--- config.mk ---
export PLATFORM = sky130hd
export DESIGN_NAME = urx_serial_port
export DESIGN_NICKNAME = d
export VERILOG_FILES = /design/src/include/urx_pkg.sv /design/src/design/urx_baud_tick.sv /design/src/design/urx_serial_port.sv
export SDC_FILE = /design/constraint.sdc
export NUM_CORES = 1
export LEC_CHECK = 0
export ABC_CLOCK_PERIOD_IN_PS = 3500
export BUFFER_PORTS_ARGS = -buffer_cell sky130_fd_sc_hd__buf_2
export CAP_MARGIN = 20
export CORE_MARGIN = 2
export CORE_UTILIZATION = 58
export CTS_CLUSTER_DIAMETER = 60
export DETAILED_ROUTE_END_ITERATION = 8
export PLACE_DENSITY = 0.77
export SLEW_MARGIN = 20
export SYNTH_ARGS = -nofsm -noshare
export SYNTH_HDL_FRONTEND = slang
export SYNTH_HIERARCHICAL = 1
export SYNTH_SLANG_ARGS = --single-unit
--- constraint.sdc ---
create_clock -name pclk -period 3.5 [get_ports pclk]
set_input_delay 0.525 -clock pclk [delete_from_list [all_inputs] [get_ports pclk]]
set_output_delay 0.525 -clock pclk [all_outputs]
set_load 0.03 [all_outputs]
--- src/include/urx_pkg.sv ---
package urx_pkg;

  // apb side
  localparam int          ADDR_W = 12;
  localparam int          DATA_W = 32;
  localparam int          BYTE_W = 8;

  // register indexes; byte address is four times the index
  localparam logic [7:0]  IDX_POWER_CTRL   = 8'h87;
  localparam logic [7:0]  IDX_SERIAL_CTRL  = 8'h98;
  localparam logic [7:0]  IDX_SERIAL_BUF   = 8'h99;
  localparam logic [7:0]  IDX_STATION_ADDR = 8'hA9;
  localparam logic [7:0]  IDX_STATION_MASK = 8'hB9;
  localparam logic [7:0]  IDX_RX_BAUD      = 8'hC0;
  localparam logic [7:0]  IDX_TX_BAUD      = 8'hC1;
  localparam logic [7:0]  IDX_IRQ_STATUS   = 8'hC2;
  localparam logic [7:0]  IDX_IRQ_MASK     = 8'hC3;

  // serial control register fields
  localparam int          SC_ERR_MODE0 = 7;
  localparam int          SC_MODE1     = 6;
  localparam int          SC_MPE       = 5;
  localparam int          SC_RX_EN     = 4;
  localparam int          SC_TX_NINTH  = 3;
  localparam int          SC_RX_NINTH  = 2;
  localparam int          SC_TX_DONE   = 1;
  localparam int          SC_RX_DONE   = 0;
  // power control register field
  localparam int          PC_FCE       = 6;

  // interrupt status and mask layout
  localparam int          EV_W     = 3;
  localparam int          EV_RX    = 0;
  localparam int          EV_TX    = 1;
  localparam int          EV_FRAME = 2;

  // reset values
  localparam logic [7:0]  RST_BYTE = 8'h00;
  localparam logic [7:0]  RST_BAUD = 8'h0F;

  // bit timing: sixteen baud ticks per bit, sample in the middle
  localparam logic [3:0]  SUB_MID  = 4'h7;
  localparam logic [3:0]  SUB_LAST = 4'hF;
  localparam logic [3:0]  BITS_8   = 4'h8;
  localparam logic [3:0]  BITS_9   = 4'h9;
  localparam int          NINTH    = 8;

  // serial modes as {mode bit 0, mode bit 1}
  localparam logic [1:0]  MODE0 = 2'b00;
  localparam logic [1:0]  MODE1 = 2'b01;

  typedef enum logic [1:0] {
    RX_IDLE, RX_START, RX_DATA, RX_STOP
  } urx_rx_e;

  typedef enum logic [1:0] {
    TX_IDLE, TX_START, TX_DATA, TX_STOP
  } urx_tx_e;

endpackage : urx_pkg

--- src/design/urx_baud_tick.sv ---
`timescale 1ns/1ps
module urx_baud_tick
  import urx_pkg::*;
(
  input  wire logic        pclk,
  input  wire logic        presetn,
  input  wire logic        restart,
  input  wire logic [7:0]  divisor,
  output logic             tick
);

  logic [7:0] count;

  // one tick every divisor+1 clocks; restart aligns ticks to a frame edge
  always_ff @(posedge pclk or negedge presetn) begin
    if (!presetn) begin
      count <= RST_BYTE;
    end else if (restart || count == divisor) begin
      count <= RST_BYTE;
    end else begin
      count <= count + 8'h01;
    end
  end

  assign tick = !restart && count == divisor;

endmodule : urx_baud_tick

--- src/design/urx_serial_port.sv ---
`timescale 1ns/1ps
// Notes on behaviour
// - framing check in modes 1-3 when enabled
// - invalid stop bit sets frame error flag
// - frame error flag sticky until software or reset
// - with framing check, receive done at stop
// - address recognition active when multiprocessor enable set
// - address frames raise receive done only on match
// - mode 1: stop bit is ninth, must be valid
// - multiprocessor enable ignored in mode 0
// - given address: station address, zero mask bits ignored
// - broadcast is address OR mask, zeros ignored
// - accept given or broadcast address match
// - reset clears station address and mask
// - receive and transmit run with independent baud rates
// - bit 7 is frame error or mode bit 0
// - multiprocessor reception in modes 1, 2, 3
module urx_serial_port
  import urx_pkg::*;
(
  input  wire logic              pclk,
  input  wire logic              presetn,
  input  wire logic              psel,
  input  wire logic              penable,
  input  wire logic              pwrite,
  input  wire logic [ADDR_W-1:0] paddr,
  input  wire logic [DATA_W-1:0] pwdata,
  output logic      [DATA_W-1:0] prdata,
  output logic                   pready,
  output logic                   pslverr,
  input  wire logic              rxd,
  output logic                   txd,
  output logic                   irq
);

  function automatic logic [ADDR_W-1:0] addr_of(input logic [7:0] idx);
    return {2'b00, idx, 2'b00};
  endfunction : addr_of

  // masked compare, zero mask bits are don't-care
  function automatic logic addr_eq(input logic [7:0] rx,
                                   input logic [7:0] adr,
                                   input logic [7:0] msk);
    return ((rx ^ adr) & msk) == RST_BYTE;
  endfunction : addr_eq

  logic             serial_mode_bit0;
  logic             serial_mode_bit1;
  logic             multiprocessor_enable;
  logic             rx_enable;
  logic             tx_ninth;
  logic             received_ninth_bit;
  logic             transmit_done_flag;
  logic             receive_done_flag;
  logic             frame_error_flag;
  logic             framing_check_enable;
  logic [7:0]       station_address;
  logic [7:0]       station_address_mask;
  logic [7:0]       rx_baud;
  logic [7:0]       tx_baud;
  logic [7:0]       rx_buf;
  logic [EV_W-1:0]  irq_status;
  logic [EV_W-1:0]  irq_mask;
  logic [DATA_W-1:0] rd_mux;
  logic             access;
  logic             wr_en;
  logic             rd_en;
  logic             wr_ctrl;
  logic [1:0]       mode;
  logic             mode23;
  logic             mpe_eff;
  logic [7:0]       bcast;
  logic             addr_hit;

  urx_rx_e          rx_state;
  logic [3:0]       rx_sub;
  logic [3:0]       rx_bit;
  logic [8:0]       rx_shift;
  logic [3:0]       rx_nbits;
  logic             rx_tick;
  logic             rx_smp;
  logic             last_data;
  logic             data_done;
  logic             stop_smp;
  logic             use_stop;
  logic             decide;
  logic             addr_bit;
  logic             accept;
  logic             ri_set;
  logic             fe_set;
  logic             rx_took;

  urx_tx_e          tx_state;
  logic [3:0]       tx_sub;
  logic [3:0]       tx_bit;
  logic [8:0]       tx_shift;
  logic             tx_tick;
  logic             tx_edge;
  logic             tx_load;
  logic             ti_set;

  // apb: zero wait states, unmapped offsets answer with an error
  assign access  = psel && penable;
  assign wr_en   = access && pwrite;
  assign rd_en   = access && !pwrite;
  assign wr_ctrl = wr_en && paddr == addr_of(IDX_SERIAL_CTRL);
  assign pready  = 1'b1;
  assign pslverr = access && !(
    paddr == addr_of(IDX_POWER_CTRL)   ||
    paddr == addr_of(IDX_SERIAL_CTRL)  ||
    paddr == addr_of(IDX_SERIAL_BUF)   ||
    paddr == addr_of(IDX_STATION_ADDR) ||
    paddr == addr_of(IDX_STATION_MASK) ||
    paddr == addr_of(IDX_RX_BAUD)      ||
    paddr == addr_of(IDX_TX_BAUD)      ||
    paddr == addr_of(IDX_IRQ_STATUS)   ||
    paddr == addr_of(IDX_IRQ_MASK));

  // mode decode and address recognition
  assign mode     = {serial_mode_bit0, serial_mode_bit1};
  assign mode23   = serial_mode_bit0;
  assign mpe_eff  = multiprocessor_enable && mode != MODE0;
  assign bcast    = station_address | station_address_mask;
  assign addr_hit = addr_eq(rx_shift[7:0], station_address,
                            station_address_mask) ||
                    addr_eq(rx_shift[7:0], bcast, bcast);

  // read data; bit 7 shows the error flag only with framing check on
  always_comb begin
    rd_mux = '0;
    case (paddr)
      addr_of(IDX_SERIAL_CTRL): rd_mux[BYTE_W-1:0] = {
        framing_check_enable ? frame_error_flag : serial_mode_bit0,
        serial_mode_bit1, multiprocessor_enable, rx_enable, tx_ninth,
        received_ninth_bit, transmit_done_flag, receive_done_flag};
      addr_of(IDX_POWER_CTRL):   rd_mux[PC_FCE] = framing_check_enable;
      addr_of(IDX_SERIAL_BUF):   rd_mux[BYTE_W-1:0] = rx_buf;
      addr_of(IDX_STATION_ADDR): rd_mux[BYTE_W-1:0] = station_address;
      addr_of(IDX_STATION_MASK): rd_mux[BYTE_W-1:0] = station_address_mask;
      addr_of(IDX_RX_BAUD):      rd_mux[BYTE_W-1:0] = rx_baud;
      addr_of(IDX_TX_BAUD):      rd_mux[BYTE_W-1:0] = tx_baud;
      addr_of(IDX_IRQ_STATUS):   rd_mux[EV_W-1:0] = irq_status;
      addr_of(IDX_IRQ_MASK):     rd_mux[EV_W-1:0] = irq_mask;
      default:                   rd_mux = '0;
    endcase
  end

  // read data is caught in the setup phase and held through access
  always_ff @(posedge pclk or negedge presetn) begin
    if (!presetn) begin
      prdata <= '0;
    end else if (psel && !penable && !pwrite) begin
      prdata <= rd_mux;
    end
  end

  // plain configuration registers
  always_ff @(posedge pclk or negedge presetn) begin
    if (!presetn) begin
      serial_mode_bit0      <= 1'b0;
      serial_mode_bit1      <= 1'b0;
      multiprocessor_enable <= 1'b0;
      rx_enable             <= 1'b0;
      tx_ninth              <= 1'b0;
      framing_check_enable  <= 1'b0;
      station_address       <= RST_BYTE;
      station_address_mask  <= RST_BYTE;
      rx_baud               <= RST_BAUD;
      tx_baud               <= RST_BAUD;
      irq_mask              <= '0;
    end else if (wr_en) begin
      if (wr_ctrl) begin
        // the shared bit reaches the mode only while checking is off
        if (!framing_check_enable) begin
          serial_mode_bit0 <= pwdata[SC_ERR_MODE0];
        end
        serial_mode_bit1      <= pwdata[SC_MODE1];
        multiprocessor_enable <= pwdata[SC_MPE];
        rx_enable             <= pwdata[SC_RX_EN];
        tx_ninth              <= pwdata[SC_TX_NINTH];
      end
      if (paddr == addr_of(IDX_POWER_CTRL)) begin
        framing_check_enable <= pwdata[PC_FCE];
      end
      if (paddr == addr_of(IDX_STATION_ADDR)) begin
        station_address <= pwdata[BYTE_W-1:0];
      end
      if (paddr == addr_of(IDX_STATION_MASK)) begin
        station_address_mask <= pwdata[BYTE_W-1:0];
      end
      if (paddr == addr_of(IDX_RX_BAUD)) begin
        rx_baud <= pwdata[BYTE_W-1:0];
      end
      if (paddr == addr_of(IDX_TX_BAUD)) begin
        tx_baud <= pwdata[BYTE_W-1:0];
      end
      if (paddr == addr_of(IDX_IRQ_MASK)) begin
        irq_mask <= pwdata[EV_W-1:0];
      end
    end
  end

  // separate dividers so each direction keeps its own baud rate
  urx_baud_tick u_rx_baud (
    .pclk    (pclk),
    .presetn (presetn),
    .restart (rx_state == RX_IDLE),
    .divisor (rx_baud),
    .tick    (rx_tick)
  );

  urx_baud_tick u_tx_baud (
    .pclk    (pclk),
    .presetn (presetn),
    .restart (tx_state == TX_IDLE),
    .divisor (tx_baud),
    .tick    (tx_tick)
  );

  // receive frame decisions
  assign rx_nbits  = mode23 ? BITS_9 : BITS_8;
  assign rx_smp    = rx_tick && rx_sub == SUB_MID;
  assign last_data = rx_state == RX_DATA && rx_smp &&
                     rx_bit == rx_nbits - 4'h1;
  assign stop_smp  = rx_state == RX_STOP && rx_smp;
  // decide at stop when the stop bit counts, else after the last data bit
  assign use_stop  = mode != MODE0 && (framing_check_enable ||
                     (mode == MODE1 && mpe_eff));
  assign decide    = use_stop ? stop_smp : data_done;
  assign addr_bit  = mode23 ? rx_shift[NINTH] : rxd;
  assign accept    = !receive_done_flag &&
                     (!mpe_eff || (addr_bit && addr_hit));
  assign ri_set    = decide && accept;
  assign fe_set    = framing_check_enable && stop_smp && !rxd;

  // receive sequencer; mode 0 shifts without start or stop bits
  always_ff @(posedge pclk or negedge presetn) begin
    if (!presetn) begin
      rx_state  <= RX_IDLE;
      rx_sub    <= 4'h0;
      rx_bit    <= 4'h0;
      rx_shift  <= '0;
      data_done <= 1'b0;
    end else begin
      data_done <= last_data;
      if (rx_tick) begin
        rx_sub <= rx_sub + 4'h1;
      end
      case (rx_state)
        RX_IDLE: begin
          rx_sub <= 4'h0;
          rx_bit <= 4'h0;
          if (rx_enable && mode == MODE0 && !receive_done_flag &&
              !data_done) begin
            rx_state <= RX_DATA;
          end else if (rx_enable && mode != MODE0 && !rxd) begin
            rx_state <= RX_START;
          end
        end
        RX_START: begin
          // a start bit that is high again at mid-bit was a glitch
          if (rx_smp) begin
            rx_state <= rxd ? RX_IDLE : RX_DATA;
          end
        end
        RX_DATA: begin
          if (rx_smp) begin
            rx_shift[rx_bit] <= rxd;
            rx_bit           <= rx_bit + 4'h1;
            if (last_data) begin
              rx_state <= (mode == MODE0) ? RX_IDLE : RX_STOP;
            end
          end
        end
        RX_STOP: begin
          if (rx_smp) begin
            rx_state <= RX_IDLE;
          end
        end
        default: rx_state <= RX_IDLE;
      endcase
    end
  end

  // received byte and ninth bit load only for an accepted frame
  always_ff @(posedge pclk or negedge presetn) begin
    if (!presetn) begin
      rx_buf             <= RST_BYTE;
      received_ninth_bit <= 1'b0;
      rx_took            <= 1'b0;
    end else begin
      if (decide) begin
        rx_took <= accept;
      end
      if (ri_set) begin
        rx_buf             <= rx_shift[7:0];
        received_ninth_bit <= addr_bit;
      end else if (stop_smp && mode == MODE1 && !use_stop && rx_took) begin
        // mode 1 without recognition or framing check keeps the stop bit here
        received_ninth_bit <= rxd;
      end
    end
  end

  // flags: a hardware set in the same cycle beats a software write
  always_ff @(posedge pclk or negedge presetn) begin
    if (!presetn) begin
      receive_done_flag  <= 1'b0;
      transmit_done_flag <= 1'b0;
      frame_error_flag   <= 1'b0;
    end else begin
      if (wr_ctrl) begin
        receive_done_flag  <= ri_set || pwdata[SC_RX_DONE];
        transmit_done_flag <= ti_set || pwdata[SC_TX_DONE];
      end else begin
        receive_done_flag  <= receive_done_flag || ri_set;
        transmit_done_flag <= transmit_done_flag || ti_set;
      end
      // valid stop bits never clear it; only software or reset does
      if (wr_ctrl && framing_check_enable) begin
        frame_error_flag <= fe_set || pwdata[SC_ERR_MODE0];
      end else begin
        frame_error_flag <= frame_error_flag || fe_set;
      end
    end
  end

  // transmitter: load from a buffer write while idle, busy writes drop
  assign tx_load = wr_en && paddr == addr_of(IDX_SERIAL_BUF) &&
                   tx_state == TX_IDLE;
  assign tx_edge = tx_tick && tx_sub == SUB_LAST;
  assign ti_set  = tx_state == TX_DATA && tx_edge &&
                   tx_bit == rx_nbits - 4'h1;

  always_ff @(posedge pclk or negedge presetn) begin
    if (!presetn) begin
      tx_state <= TX_IDLE;
      tx_sub   <= 4'h0;
      tx_bit   <= 4'h0;
      tx_shift <= '0;
      txd      <= 1'b1;
    end else begin
      if (tx_tick) begin
        tx_sub <= tx_sub + 4'h1;
      end
      case (tx_state)
        TX_IDLE: begin
          tx_sub <= 4'h0;
          tx_bit <= 4'h0;
          txd    <= 1'b1;
          if (tx_load) begin
            tx_shift <= {tx_ninth, pwdata[BYTE_W-1:0]};
            if (mode == MODE0) begin
              tx_state <= TX_DATA;
              txd      <= pwdata[0];
            end else begin
              tx_state <= TX_START;
              txd      <= 1'b0;
            end
          end
        end
        TX_START: begin
          if (tx_edge) begin
            tx_state <= TX_DATA;
            txd      <= tx_shift[0];
          end
        end
        TX_DATA: begin
          if (ti_set) begin
            tx_state <= (mode == MODE0) ? TX_IDLE : TX_STOP;
            txd      <= 1'b1;
          end else if (tx_edge) begin
            tx_bit <= tx_bit + 4'h1;
            txd    <= tx_shift[tx_bit + 4'h1];
          end
        end
        TX_STOP: begin
          if (tx_edge) begin
            tx_state <= TX_IDLE;
          end
        end
        default: tx_state <= TX_IDLE;
      endcase
    end
  end

  // sticky events; a read clears only the bits it returned
  always_ff @(posedge pclk or negedge presetn) begin
    if (!presetn) begin
      irq_status <= '0;
    end else if (rd_en && paddr == addr_of(IDX_IRQ_STATUS)) begin
      irq_status <= (irq_status & ~prdata[EV_W-1:0]) |
                    {fe_set, ti_set, ri_set};
    end else begin
      irq_status <= irq_status | {fe_set, ti_set, ri_set};
    end
  end

  assign irq = |(irq_status & irq_mask);
endmodule : urx_serial_port

# ---- Word-level counts from Yosys, hierarchy flattened
# Index checks and enable logic that the tools add are counted.
# W data, S select, Z words.
dict set report totals {
  reg_bits 121
  inputBits 50
  out_inout_bits 36
  elab_cells 231
}
dict set report op_classes {
  add_sub_neg 7
  order_cmp 3
  eq_ne 34
  n_mux 51
  bitwise 11
  reduce_logical 94
}
# operator count
set ops {}
lappend ops {{$eq A12 B10 Y1 const B} 9}
lappend ops {{$logic_and A1 B1 Y1} 37}
lappend ops {{$mux W4} 7}
lappend ops {{$mux W2} 13}
lappend ops {{$pmux W3 S8} 1}
lappend ops {{$ne A2 B2 Y1 const B} 10}
lappend ops {{$reduce_and A2 Y1} 10}
lappend ops {{$logic_or A1 B1 Y1} 19}
lappend ops {{$pmux W3 S6} 1}
lappend ops {{$add A4 B1 Y4 const B} 4}
lappend ops {{$add A8 B1 Y8 const B} 2}
lappend ops {{$and A8 B8 Y8} 2}
lappend ops {{$eq A8 B8 Y1} 2}
lappend ops {{$logic_not A8 Y1} 2}
lappend ops {{$mux W1} 16}
lappend ops {{$mux W8} 2}
lappend ops {{$pmux W2 S4} 2}
lappend ops {{$pmux W4 S2} 2}
lappend ops {{$xor A8 B8 Y8} 2}
lappend ops {{$reduce_bool A2 Y1} 6}
lappend ops {{$logic_not A1 Y1} 10}
lappend ops {{$lt A4 B5 Y1 const B} 2}
lappend ops {{$bwmux W9} 1}
lappend ops {{$reduce_and A3 Y1} 3}
lappend ops {{other kinds (24)} 35}

# ---- Depth between registers and ports, before layout
# Gate-level depths: netlist of the first run.
dict set report depth {
  depth_word 11
  mapped_depth 11
  mapped_depth_nobuf 9
}

# ---- Cells and area by module
# Netlist of the first run, hierarchy kept.
# mod instances cells_each area_each_um2 seq_area_each_um2
set modules_own_cells {}
lappend modules_own_cells {urx_serial_port 1 514 5680.4 2638.8}
lappend modules_own_cells {urx_baud_tick 2 46 524.3 200.2}

# ---- Worst setup path after synthesis of the first run
# No wires, ideal clock.
dict set report synth_timing {
  kind {register to register}
  start {register rx_baud[0]}
  end {register received_ninth_bit}
  setup_ns 0.119
  arrival_time_ns 2.810
  required_time_ns 3.381
  slack_ns 0.572
  stages_incl_launch_ff 10
  n_path_buf 0
  synth_period_minus_slack_ns 2.928
  path_cell_list {dfstp_2 -> xor2_1 -> nor4_4 -> and3b_1 -> and4b_1 -> and3_4 -> mux2i_1 -> a2111o_1 -> mux2_4 -> o21a_1}
}
dict set report synth_via {
  elab_chain_cells 8
  elab_cells_between_ends 11
  cone_classes {eq/ne (1); mux (2); reduce/logical (8)}
}
# element line_no
set synth_rtl {}
lappend synth_rtl {{start: declaration} urx_serial_port.sv:59} ;# logic [7:0] rx_baud;
lappend synth_rtl {{start signal: assignment} urx_serial_port.sv:192} ;# rx_baud <= pwdata[BYTE_W-1:0];
lappend synth_rtl {{$eq A8 B8 Y1 *} urx_baud_tick.sv:25} ;# assign tick = !restart && count == divisor;
lappend synth_rtl {{$logic_and A1 B1 Y1 *} urx_baud_tick.sv:25}
lappend synth_rtl {{net rx_tick} urx_serial_port.sv:80} ;# logic rx_tick;
lappend synth_rtl {{$logic_and A1 B1 Y1 *} urx_serial_port.sv:222} ;# assign rx_smp = rx_tick && rx_sub == SUB_MID;
lappend synth_rtl {{$logic_and A1 B1 Y1 *} urx_serial_port.sv:225} ;# assign stop_smp = rx_state == RX_STOP && rx_smp;
lappend synth_rtl {{$logic_and A1 B1 Y1 (3 in series)} urx_serial_port.sv:298} ;# end else if (stop_smp && mode == MODE1 && !use_stop && rx_took) begin
lappend synth_rtl {{$reduce_bool A2 Y1 (no line)} n/a}
lappend synth_rtl {{end signal: assignment} urx_serial_port.sv:297} ;# received_ninth_bit <= addr_bit;
lappend synth_rtl {{end signal: assignment} urx_serial_port.sv:300} ;# received_ninth_bit <= rxd;
lappend synth_rtl {{end: declaration} urx_serial_port.sv:52} ;# logic received_ninth_bit;
# Mark *: on every way through the listed nets, which the timed path passes. The rest lies on a longest branch.
# A chain may end at the register's enable or synchronous reset.

# ---- Final worst setup path of the first run
dict set report layout_timing {
  start {register rx_baud[0]}
  end {register rx_buf[3]}
}
dict set report layout_via {
  elab_chain_cells 6
}
# element line_no
set layout_rtl {}
lappend layout_rtl {{$eq A8 B8 Y1} urx_baud_tick.sv:25}
lappend layout_rtl {{$logic_and A1 B1 Y1} urx_baud_tick.sv:25}
lappend layout_rtl {{net rx_tick} urx_serial_port.sv:80}
lappend layout_rtl {{$logic_and A1 B1 Y1} urx_serial_port.sv:222}
lappend layout_rtl {{$logic_and A1 B1 Y1} urx_serial_port.sv:225}
lappend layout_rtl {{$mux W1} urx_serial_port.sv:229} ;# assign decide = use_stop ? stop_smp : data_done;
lappend layout_rtl {{$logic_and A1 B1 Y1} urx_serial_port.sv:233} ;# assign ri_set = decide && accept;
lappend layout_rtl {{end signal: assignment} urx_serial_port.sv:296} ;# rx_buf <= rx_shift[7:0];
lappend layout_rtl {{end: declaration} urx_serial_port.sv:61} ;# logic [7:0] rx_buf;
# The timed path passes the listed nets, and every way through them passes these cells.

==> results.sh, run 1 <==
export IMPL_syn_inst=606
export IMPL_fin_setup_tns_ps=0
export IMPL_portBuffers=36
export IMPL_vias_per_cell=6.30
export IMPL_rr_endpoint="rx_buf[3]$_DFFE_PN0P_"
export IMPL_syn_area_per_cell_um2=11.1
export IMPL_die_area_mm2=0.0125
export IMPL_met3_usage=0.0680
export IMPL_finalPower_mw=3.54
export IMPL_dpl_worst_slack_ps=427
export IMPL_start_util=0.592
export IMPL_setup_viol=0
export IMPL_top_usage_layer="met2"
export IMPL_clkLatencyLatePin_ps=420
export IMPL_gr_total_overflow=0
export IMPL_postCtsHoldBufs=0
export IMPL_post_cts_buffers=0
export IMPL_timing_rr_start="rx_baud[0]$_DFFE_PN1P_"
export IMPL_final_cells=805
export IMPL_maxSlewViolCount=0
export IMPL_drt_initial_drc_count=596
export IMPL_crit_fanout=12
export IMPL_arrival_ps=3390
export IMPL_fin_nets=713
export IMPL_syn_cell_area_mm2=0.00673
export IMPL_antenna_found_initial=0
export IMPL_slew_headroom=0.475
export IMPL_yosysWarnings=6
export IMPL_areaGrowthSynthToFinish_pct=12.4
export IMPL_final_antenna_net_count=0
export IMPL_startpoint="rx_baud[0]$_DFFE_PN1P_"
export IMPL_synth_edf_count=0
export IMPL_placed_cells=774
export IMPL_dieWidth_um=112
export IMPL_gp_congestion=0.923
export IMPL_io_pins=86
export IMPL_mostFrequentLayoutCells="112 x dfrtp_1, 66 x mux2_2, 40 x nand2_1, 35 x buf_2, 34 x nor2_1"
export IMPL_layout_drive_gt1_share=0.273
export IMPL_timing_final_crit_share=0.883
export IMPL_reg2regPathDepth=9
export IMPL_peakVddDrop_v=0.000493
export IMPL_power_leakage_nw=3.56
export IMPL_status="finished clean"
export IMPL_grt_use_met1=0.358
export IMPL_hold_violations=0
export IMPL_ff2ff_setup_slack_ps=410
export IMPL_cts_sinks=121
export IMPL_finClkSkew_ps=5.53
export IMPL_die_y_um=112
export IMPL_cp_data_required_time_ps=3800
export IMPL_layout_setup_ws_ps=409
export IMPL_rsz0062_at_grt="no"
export IMPL_clockBufferDepth=2
export IMPL_first_global_vias=5113
export IMPL_post_route_min_period_ps=3090
export IMPL_design_core_area_mm2=0.0114
export IMPL_rows=39
export IMPL_synth_top_flop_cell="dfrtp_1"
export IMPL_grt_start_max_net_pins=60
export IMPL_grt_pass1_wl_um=26400
export IMPL_path_clk_slew_ps=50
export IMPL_grt_use_total=0.273
export IMPL_maxCapViolations=0
export IMPL_holdCritPathClass="in -> async"
export IMPL_ys_types=71
export IMPL_cts_tree="yes"
export IMPL_worst_pin_slew_ps=787
export IMPL_post_drt_wl_per_cell_um=19.9
export IMPL_drtPass1Iterations=5
export IMPL_cts_made_buffers=17
export IMPL_async_reset_ff_frac=1.00
export IMPL_crit_type="reg -> reg"
export IMPL_via_count=5075
export IMPL_critPathCapture="rx_buf[3]$_DFFE_PN0P_"
export IMPL_wl_um=16100
export IMPL_ys_seq_area_frac=0.452
export IMPL_cp_start_kind="register"
export IMPL_diodes=0
export IMPL_cts_max_level=4
export IMPL_ctsResizeCount=0
export IMPL_power_density_mw_per_mm2=468
export IMPL_max_freq_ghz=0.324
export IMPL_drc=0
export IMPL_dp_hpwl_um=11200
export IMPL_worstSetupEndpointType="register"
export IMPL_synth_seq_cells=121
export IMPL_cts_root_buf="clkbuf_16"
export IMPL_use_met2=0.438
export IMPL_fin_util=0.665
export IMPL_final_common_cell="dfrtp_1"
[how the worst min path moves through the flow]
stage                     startpoint                            to  depth (start not counted)
2_1_floorplan                presetn           data_done$_DFF_PN0_                          0
3_3_place_gp   prdata[7]$_DFFE_PN0P_         prdata[7]$_DFFE_PN0P_                          1
3_5_place_dp   prdata[7]$_DFFE_PN0P_         prdata[7]$_DFFE_PN0P_                          1
4_1_cts                      presetn  u_tx_baud/count[0]$_DFF_PN0_                          1
5_1_grt                      presetn  u_tx_baud/count[2]$_DFF_PN0_                          1
6_report                     presetn  u_tx_baud/count[0]$_DFF_PN0_                          1
[per-layer routing]
metal	wire length [µm]	part of all wire
met3	851	0.053
met4	318	0.020
met1	6860	0.43
met5	0	0
met2	8030	0.50
[state kept, by name, indices dropped and copies added, names as in the netlist, 8 cells and up]
name / flops
rx_baud: 8
rx_shift: 9
station_address: 8
u_rx_baud/count: 8
rx_buf: 8
u_tx_baud/count: 8
tx_baud: 8
station_address_mask: 8
tx_shift: 9
prdata: 8
[critical path: stages, from the launching register on]
cell,delay [ps]
dfstp_2,570
xor2_1,100
nor4_4,320
and3b_1,350
and4b_1,330
and3_4,230
mux2i_1,90
a2111o_1,440
buf_4,220
mux2_4,310
[stage by stage]
stage / hold slack, ps / area, µm²
after detailed placement: 461 / 6980
final: 182 / 7560
after global placement: 456 / 6980
after global routing: 247 / 7560
after CTS: 212 / 7560
after floorplan: 229 / 6820
[cell usage after synthesis (3+ instances only)]
| master | number | area [µm²] |
|---|---|---|
| o31ai_1 | 4 | 30.0 |
| dfstp_2 | 9 | 236 |
| a22oi_1 | 11 | 82.6 |
| a21o_1 | 3 | 22.5 |
| inv_1 | 10 | 37.5 |
| nor4_1 | 3 | 18.8 |
| nor3_1 | 3 | 15.0 |
| o2bb2ai_1 | 3 | 26.3 |
| ha_1 | 13 | 163 |
| nand2_1 | 40 | 150 |
| dfrtp_1 | 112 | 2800 |
| nor2b_1 | 10 | 62.6 |
| mux2_2 | 66 | 743 |
| nor4_4 | 4 | 85.1 |
| o22ai_1 | 4 | 25.0 |
| a31oi_1 | 6 | 37.5 |
| nor4b_1 | 3 | 26.3 |
| buf_4 | 25 | 188 |
| a21oi_1 | 10 | 50.1 |
| o21ai_0 | 32 | 160 |
| o21bai_1 | 4 | 30.0 |
| nand4_1 | 10 | 62.6 |
| xnor2_1 | 5 | 43.8 |
| and3_1 | 3 | 18.8 |
| nor2_1 | 34 | 128 |
| mux2i_1 | 15 | 150 |
| mux2_4 | 7 | 105 |
| buf_1 | 3 | 11.3 |
| buf_6 | 3 | 33.8 |
| xor2_1 | 31 | 272 |
| a211oi_1 | 14 | 105 |
| nand3_1 | 27 | 135 |
| clkbuf_1 | 15 | 56.3 |
| or3_1 | 7 | 43.8 |
| a221oi_1 | 8 | 70.1 |
| nor3b_1 | 3 | 22.5 |
[cell families (layout without fill, tap and decap cells)]
group                      Yosys count  after routing  share of synthesized area
other                                2             25                    0.00112
muxes                               90             90                      0.155
adders and majority gates           13             13                     0.0242
and+or+nand+nor                    170            170                      0.148
DFF                                121            121                      0.452
AOI/OAI and AO/OA                  116            116                      0.120
xor gates and xnor gates            38             38                     0.0517
buffers and inverters               56             89                     0.0485
[power breakdown]
group	switching, mW	internal, mW	total, mW
combinational	0.240	0.101	0.341
sequential	0.0285	1.43	1.46
clock	0.592	1.14	1.74
total	0.861	2.68	3.54
[area by class of cell]
class,count,area (µm²)
fill,882,3800
multi-input combinational,452,3450
sequential,121,3040
clock buffer,22,464
timing repair buffer,48,273
tap,143,179
clock inverter,9,123
inverter,10,37.5
Note: power is estimated with default switching activity, not from simulation.
==> inputs of run 2 (changes only) <==
--- a/config.mk
+++ b/config.mk
@@ -9,10 +9,10 @@
 export BUFFER_PORTS_ARGS = -buffer_cell sky130_fd_sc_hd__buf_2
 export CAP_MARGIN = 20
 export CORE_MARGIN = 2
-export CORE_UTILIZATION = 58
+export CORE_UTILIZATION = 40
 export CTS_CLUSTER_DIAMETER = 60
 export DETAILED_ROUTE_END_ITERATION = 8
-export PLACE_DENSITY = 0.77
+export PLACE_DENSITY = 0.56
 export SLEW_MARGIN = 20
 export SYNTH_ARGS = -nofsm -noshare
 export SYNTH_HDL_FRONTEND = slang
==> results.sh, run 2 (synthesis results as in run 1) <==
export IMPL_portBuffers=36
export IMPL_timing_rr_start="rx_baud[0]$_DFFE_PN1P_"
export IMPL_ctsResizeCount=0
export IMPL_slew_headroom=0.514
export IMPL_gp_congestion=0.873
export IMPL_p_switching_mw=0.875
export IMPL_io_pins=86
export IMPL_reg_top3="rx_shift x9, tx_shift x9"
export IMPL_placed_cells=850
export IMPL_grt_start_max_net_pins=69
export IMPL_die_y_um=134
export IMPL_finalPower_mw=3.47
export IMPL_final_antenna_net_count=0
export IMPL_arrival_ps=3340
export IMPL_drtPass1Iterations=6
export IMPL_maxCapViolations=0
export IMPL_first_global_vias=4648
export IMPL_power_leakage_nw=3.54
export IMPL_rows=47
export IMPL_path_clk_slew_ps=50
export IMPL_gr_total_overflow=0
export IMPL_worst_pin_slew_ps=728
export IMPL_grt_use_met1=0.283
export IMPL_diodes=0
export IMPL_vias_per_cell=5.45
export IMPL_drt_initial_drc_count=265
export IMPL_antenna_found_initial=0
export IMPL_fillers=1541
export IMPL_postCtsHoldBufs=0
export IMPL_areaGrowthSynthToFinish_pct=13.6
export IMPL_dieWidth_um=134
export IMPL_timing_final_crit_share=0.870
export IMPL_post_route_min_period_ps=3040
export IMPL_use_met2=0.301
export IMPL_drc=0
export IMPL_rsz0062_at_grt="no"
export IMPL_mostFrequentLayoutCells="112 x dfrtp_1, 66 x mux2_2, 40 x nand2_1, 35 x buf_2, 34 x nor2_1"
export IMPL_met3_usage=0.0384
export IMPL_max_freq_ghz=0.329
export IMPL_cts_tree="yes"
export IMPL_p_sw_frac=0.253
export IMPL_top_usage_layer="met2"
export IMPL_finClkSkew_ps=9.53
export IMPL_setup_viol=0
export IMPL_clkLatencyLatePin_ps=420
export IMPL_die_area_mm2=0.0179
export IMPL_reg2regPathDepth=9
export IMPL_worstSetupEndpointType="register"
export IMPL_cts_sinks=121
export IMPL_hold_violations=0
export IMPL_final_cells=880
export IMPL_cp_start_kind="register"
export IMPL_pwr_share_seq=0.421
export IMPL_via_count=4800
export IMPL_cts_max_level=4
export IMPL_post_drt_wl_per_cell_um=19.0
export IMPL_wl_um=16700
export IMPL_layout_drive_gt1_share=0.274
export IMPL_status="finished clean"
export IMPL_peakVddDrop_v=0.000364
export IMPL_grt_use_total=0.198
export IMPL_cts_made_buffers=17
export IMPL_pwr_share_comb=0.097
export IMPL_post_cts_buffers=0
export IMPL_cts_root_buf="clkbuf_16"
export IMPL_crit_fanout=12
export IMPL_start_util=0.407
export IMPL_crit_type="reg -> reg"
export IMPL_clockBufferDepth=2
export IMPL_grt_pass1_wl_um=26800
export IMPL_startpoint="rx_baud[0]$_DFFE_PN1P_"
export IMPL_dp_hpwl_um=12200
export IMPL_clockPowerShare=0.481
export IMPL_final_common_cell="dfrtp_1"
export IMPL_power_density_mw_per_mm2=453
export IMPL_internal_power_mw=2.59
export IMPL_maxSlewViolCount=0
export IMPL_fin_setup_tns_ps=0
export IMPL_holdCritPathClass="in -> async"
export IMPL_fin_nets=712
export IMPL_design_core_area_mm2=0.0165
export IMPL_cp_data_required_time_ps=3800
run 2: changes by cell type in the layout (fill, tap and decap cells not counted), sizes merged:
cell	change
buf	-1
bufinv	-2
clkbuf	+1
clkinv	-2
clkinvlp	+2
run 2: final cells by class:
class | count | area, µm² | share of cell area
multi-input cells | 452 | 3450 | 0.451
flip-flops and latches | 121 | 3040 | 0.398
clock buffers | 23 | 498 | 0.0651
repair buffers | 47 | 278 | 0.0363
well taps | 220 | 275 | 0.0360
clock inverters | 7 | 67.6 | 0.00884
inverters | 10 | 37.5 | 0.00491
run 2: worst max-delay path, cell delays in order, from the launching register on:
cell and delay [ps]:
dfstp_2 560, xor2_1 100, nor4_4 310, and3b_1 310, and4b_1 370, and3_4 240
mux2i_1 80, a2111o_1 430, buf_4 220, mux2_4 310
run 2: path summary, 6_finish.rpt:
path / to / slack [ps]
worst max-delay path: rx_buf[2]$_DFFE_PN0P_ / 460
worst min-delay path: u_tx_baud/count[6]$_DFF_PN0_ / 160
worst max register to register: rx_buf[2]$_DFFE_PN0P_ / 460
worst min register to register: prdata[3]$_DFFE_PN0P_ / 470
max in group asynchronous: rx_baud[3]$_DFFE_PN1P_ / 2510
min in group pclk: prdata[3]$_DFFE_PN0P_ / 470
run 2: power by group through the flow:
stage / Sequential (mW) / Clock, mW / Combinational (mW)
floorplan: 1.49 / 0 / 0.224
global placement: 1.48 / 0 / 0.332
detailed placement: 1.48 / 0 / 0.341
CTS: 1.46 / 1.70 / 0.341
global route: 1.46 / 1.77 / 0.375
finish: 1.46 / 1.67 / 0.338
run 2: per-stage QoR:
step | util | instance area, µm² | hold WS (ps) | worst slack (ps)
after global routing | 0.463 | 7640 | 230 | 318
after CTS | 0.463 | 7640 | 191 | 447
final | 0.463 | 7640 | 161 | 456
after global placement | 0.428 | 7080 | 469 | 495
after floorplan | - | 6820 | 229 | 572
after detailed placement | 0.428 | 7080 | 465 | 460
run 2: per-layer routing:
layer | wire (µm) | vias up
met5 | 0 | -
li1 | - | 2283
met2 | 7880 | 94
met3 | 546 | 23
met4 | 323 | 0
met1 | 7960 | 2400
==> inputs of run 3 (changes only) <==
--- a/config.mk
+++ b/config.mk
@@ -9,10 +9,11 @@
 export BUFFER_PORTS_ARGS = -buffer_cell sky130_fd_sc_hd__buf_2
 export CAP_MARGIN = 20
 export CORE_MARGIN = 2
-export CORE_UTILIZATION = 40
+export CORE_UTILIZATION = 58
 export CTS_CLUSTER_DIAMETER = 60
 export DETAILED_ROUTE_END_ITERATION = 8
-export PLACE_DENSITY = 0.56
+export GPL_TIMING_DRIVEN = 0
+export PLACE_DENSITY = 0.77
 export SLEW_MARGIN = 20
 export SYNTH_ARGS = -nofsm -noshare
 export SYNTH_HDL_FRONTEND = slang
==> results.sh, run 3 (synthesis results as in run 1) <==
export IMPL_cts_max_level=4
export IMPL_gp_congestion=0.969
export IMPL_final_common_cell="dfrtp_1"
export IMPL_post_route_min_period_ps=3300
export IMPL_arrival_ps=3600
export IMPL_rsz0062_at_grt="no"
export IMPL_p_sw_frac=0.241
export IMPL_critical_path_top_delay_family="simple AND/OR/NAND/NOR gates"
export IMPL_slew_headroom=0.288
export IMPL_pwr_share_seq=0.407
export IMPL_setup_viol=0
export IMPL_power_leakage_nw=3.72
export IMPL_dpl_cell_area_mm2=0.00721
export IMPL_diodes=0
export IMPL_cts_tree="yes"
export IMPL_post_drt_wl_per_cell_um=19.0
export IMPL_worst_pin_slew_ps=1060
export IMPL_pwr_share_comb=0.103
export IMPL_worstSetupEndpointType="register"
export IMPL_holdCritPathClass="in -> async"
export IMPL_vias_per_cell=6.06
export IMPL_die_y_um=112
export IMPL_dieWidth_um=112
export IMPL_internal_power_mw=2.72
export IMPL_areaGrowthSynthToFinish_pct=16.6
export IMPL_wl_um=16000
export IMPL_timing_final_crit_share=0.943
export IMPL_timing_rr_start="rx_state[0]$_DFFE_PN0P_"
export IMPL_critPathBufInv=3
export IMPL_io_pins=86
export IMPL_clkLatencyLatePin_ps=410
export IMPL_drt_initial_drc_count=464
export IMPL_cp_data_required_time_ps=3800
export IMPL_first_global_vias=5171
export IMPL_cp_slowest_stage_delay_ps=490
export IMPL_clockBufferDepth=2
export IMPL_max_freq_ghz=0.303
export IMPL_status="finished clean"
export IMPL_cts_root_buf="clkbuf_16"
export IMPL_gr_total_overflow=0
export IMPL_clockPowerShare=0.490
export IMPL_die_area_mm2=0.0125
export IMPL_via_count=5127
export IMPL_grt_start_max_net_pins=70
export IMPL_antenna_found_initial=0
export IMPL_finClkSkew_ps=7.36
export IMPL_grt_use_total=0.269
export IMPL_crit_path_top_delay_cell="a2111o_1"
export IMPL_crit_type="reg -> reg"
export IMPL_final_cell_area_mm2=0.00785
export IMPL_cts_sinks=121
export IMPL_maxCapViolations=0
export IMPL_mostFrequentLayoutCells="112 x dfrtp_1, 66 x mux2_2, 40 x nand2_1, 35 x buf_2, 33 x nor2_1"
export IMPL_reg2regPathDepth=10
export IMPL_cts_made_buffers=17
export IMPL_peakVddDrop_v=0.000715
export IMPL_cp_cell_sequence="clkbuf_1, nor2_2, buf_1, and3b_1, and4b_1, and3_4, mux2i_1, a2111o_1, buf_6, mux2_4"
export IMPL_ff2ff_setup_slack_ps=200
export IMPL_dp_hpwl_um=11300
export IMPL_hold_violations=0
export IMPL_crit_fanout=10
export IMPL_startpoint="rx_state[0]$_DFFE_PN0P_"
export IMPL_drc=0
export IMPL_rr_endpoint="rx_buf[6]$_DFFE_PN0P_"
export IMPL_cp_start_kind="register"
export IMPL_power_density_mw_per_mm2=457
export IMPL_reg_top3="rx_shift x9, tx_shift x9"
export IMPL_final_antenna_net_count=0
export IMPL_fin_nets=753
export IMPL_fin_setup_tns_ps=0
export IMPL_p_switching_mw=0.866
export IMPL_path_clk_slew_ps=50
export IMPL_maxSlewViolCount=0
export IMPL_design_core_area_mm2=0.0114
export IMPL_layout_drive_gt1_share=0.290
export IMPL_grt_pass1_wl_um=26400
export IMPL_rows=39
export IMPL_drtPass1Iterations=6
export IMPL_portBuffers=36
export IMPL_start_util=0.592
-- run 3: through the flow --
step / utilization / cells / setup slack (ps) / hold WS, ps / total power, mW
finish: 0.690 / 846 / 198 / 61.2 / 3.59
global route: 0.690 / 846 / 5.05 / 81.5 / 3.72
CTS: 0.687 / 841 / 53.3 / 60.2 / 3.61
detailed placement: 0.634 / 809 / 82.2 / 477 / 1.84
global placement: 0.631 / 808 / 110 / 459 / 1.82
floorplan: - / 629 / 572 / 229 / 1.72
-- run 3: cell type report --
type / count / area, µm²
fillers: 831 / 3520
multi-input cells: 452 / 3450
flip-flops and latches: 121 / 3040
clock buffers: 24 / 482
plain buffers: 46 / 289
repair buffers: 42 / 251
well taps: 143 / 179
clock inverters: 8 / 119
inverters: 10 / 37.5
-- run 3: per-layer routing --
| metal | wire length (µm) | GRT usage |
|---|---|---|
| met3 | 775 | 0.0729 |
| met5 | 0 | 0 |
| met4 | 197 | 0.0881 |
| met2 | 8180 | 0.447 |
| met1 | 6890 | 0.344 |
-- run 3: worst max path at each step --
stage / end / slack [ps] / cells past startpoint
final: rx_buf[6]$_DFFE_PN0P_ / 200 / 10
after CTS: rx_buf[6]$_DFFE_PN0P_ / 50 / 10
after detailed placement: rx_buf[4]$_DFFE_PN0P_ / 80 / 10
after floorplan: received_ninth_bit$_DFFE_PN0P_ / 570 / 9
after global routing: rx_buf[3]$_DFFE_PN0P_ / 5 / 10
after global placement: rx_buf[7]$_DFFE_PN0P_ / 110 / 10
-- run 3: worst reg2reg max path: stages, from the launching register on --
cell and delay (ps):
dfrtp_1 320, clkbuf_1 330, nor2_2 170, buf_1 280, and3b_1 440, and4b_1 340
and3_4 230, mux2i_1 90, a2111o_1 490, buf_6 200, mux2_4 300
-- run 3: power by group through the flow --
stage               clock network [mW]  registers (mW)  logic, mW
floorplan                            0            1.49      0.224
global placement                     0            1.48      0.343
detailed placement                   0            1.48      0.359
CTS                               1.78            1.46      0.366
global route                      1.85            1.46      0.405
finish                            1.76            1.46      0.369
-- run 3: timing repair --
action | CTS | global route
resized for setup | 0 | 1
hold buffers | 0 | 0
setup buffers | 0 | 5
endpoints found under the setup margin | 0 | 9
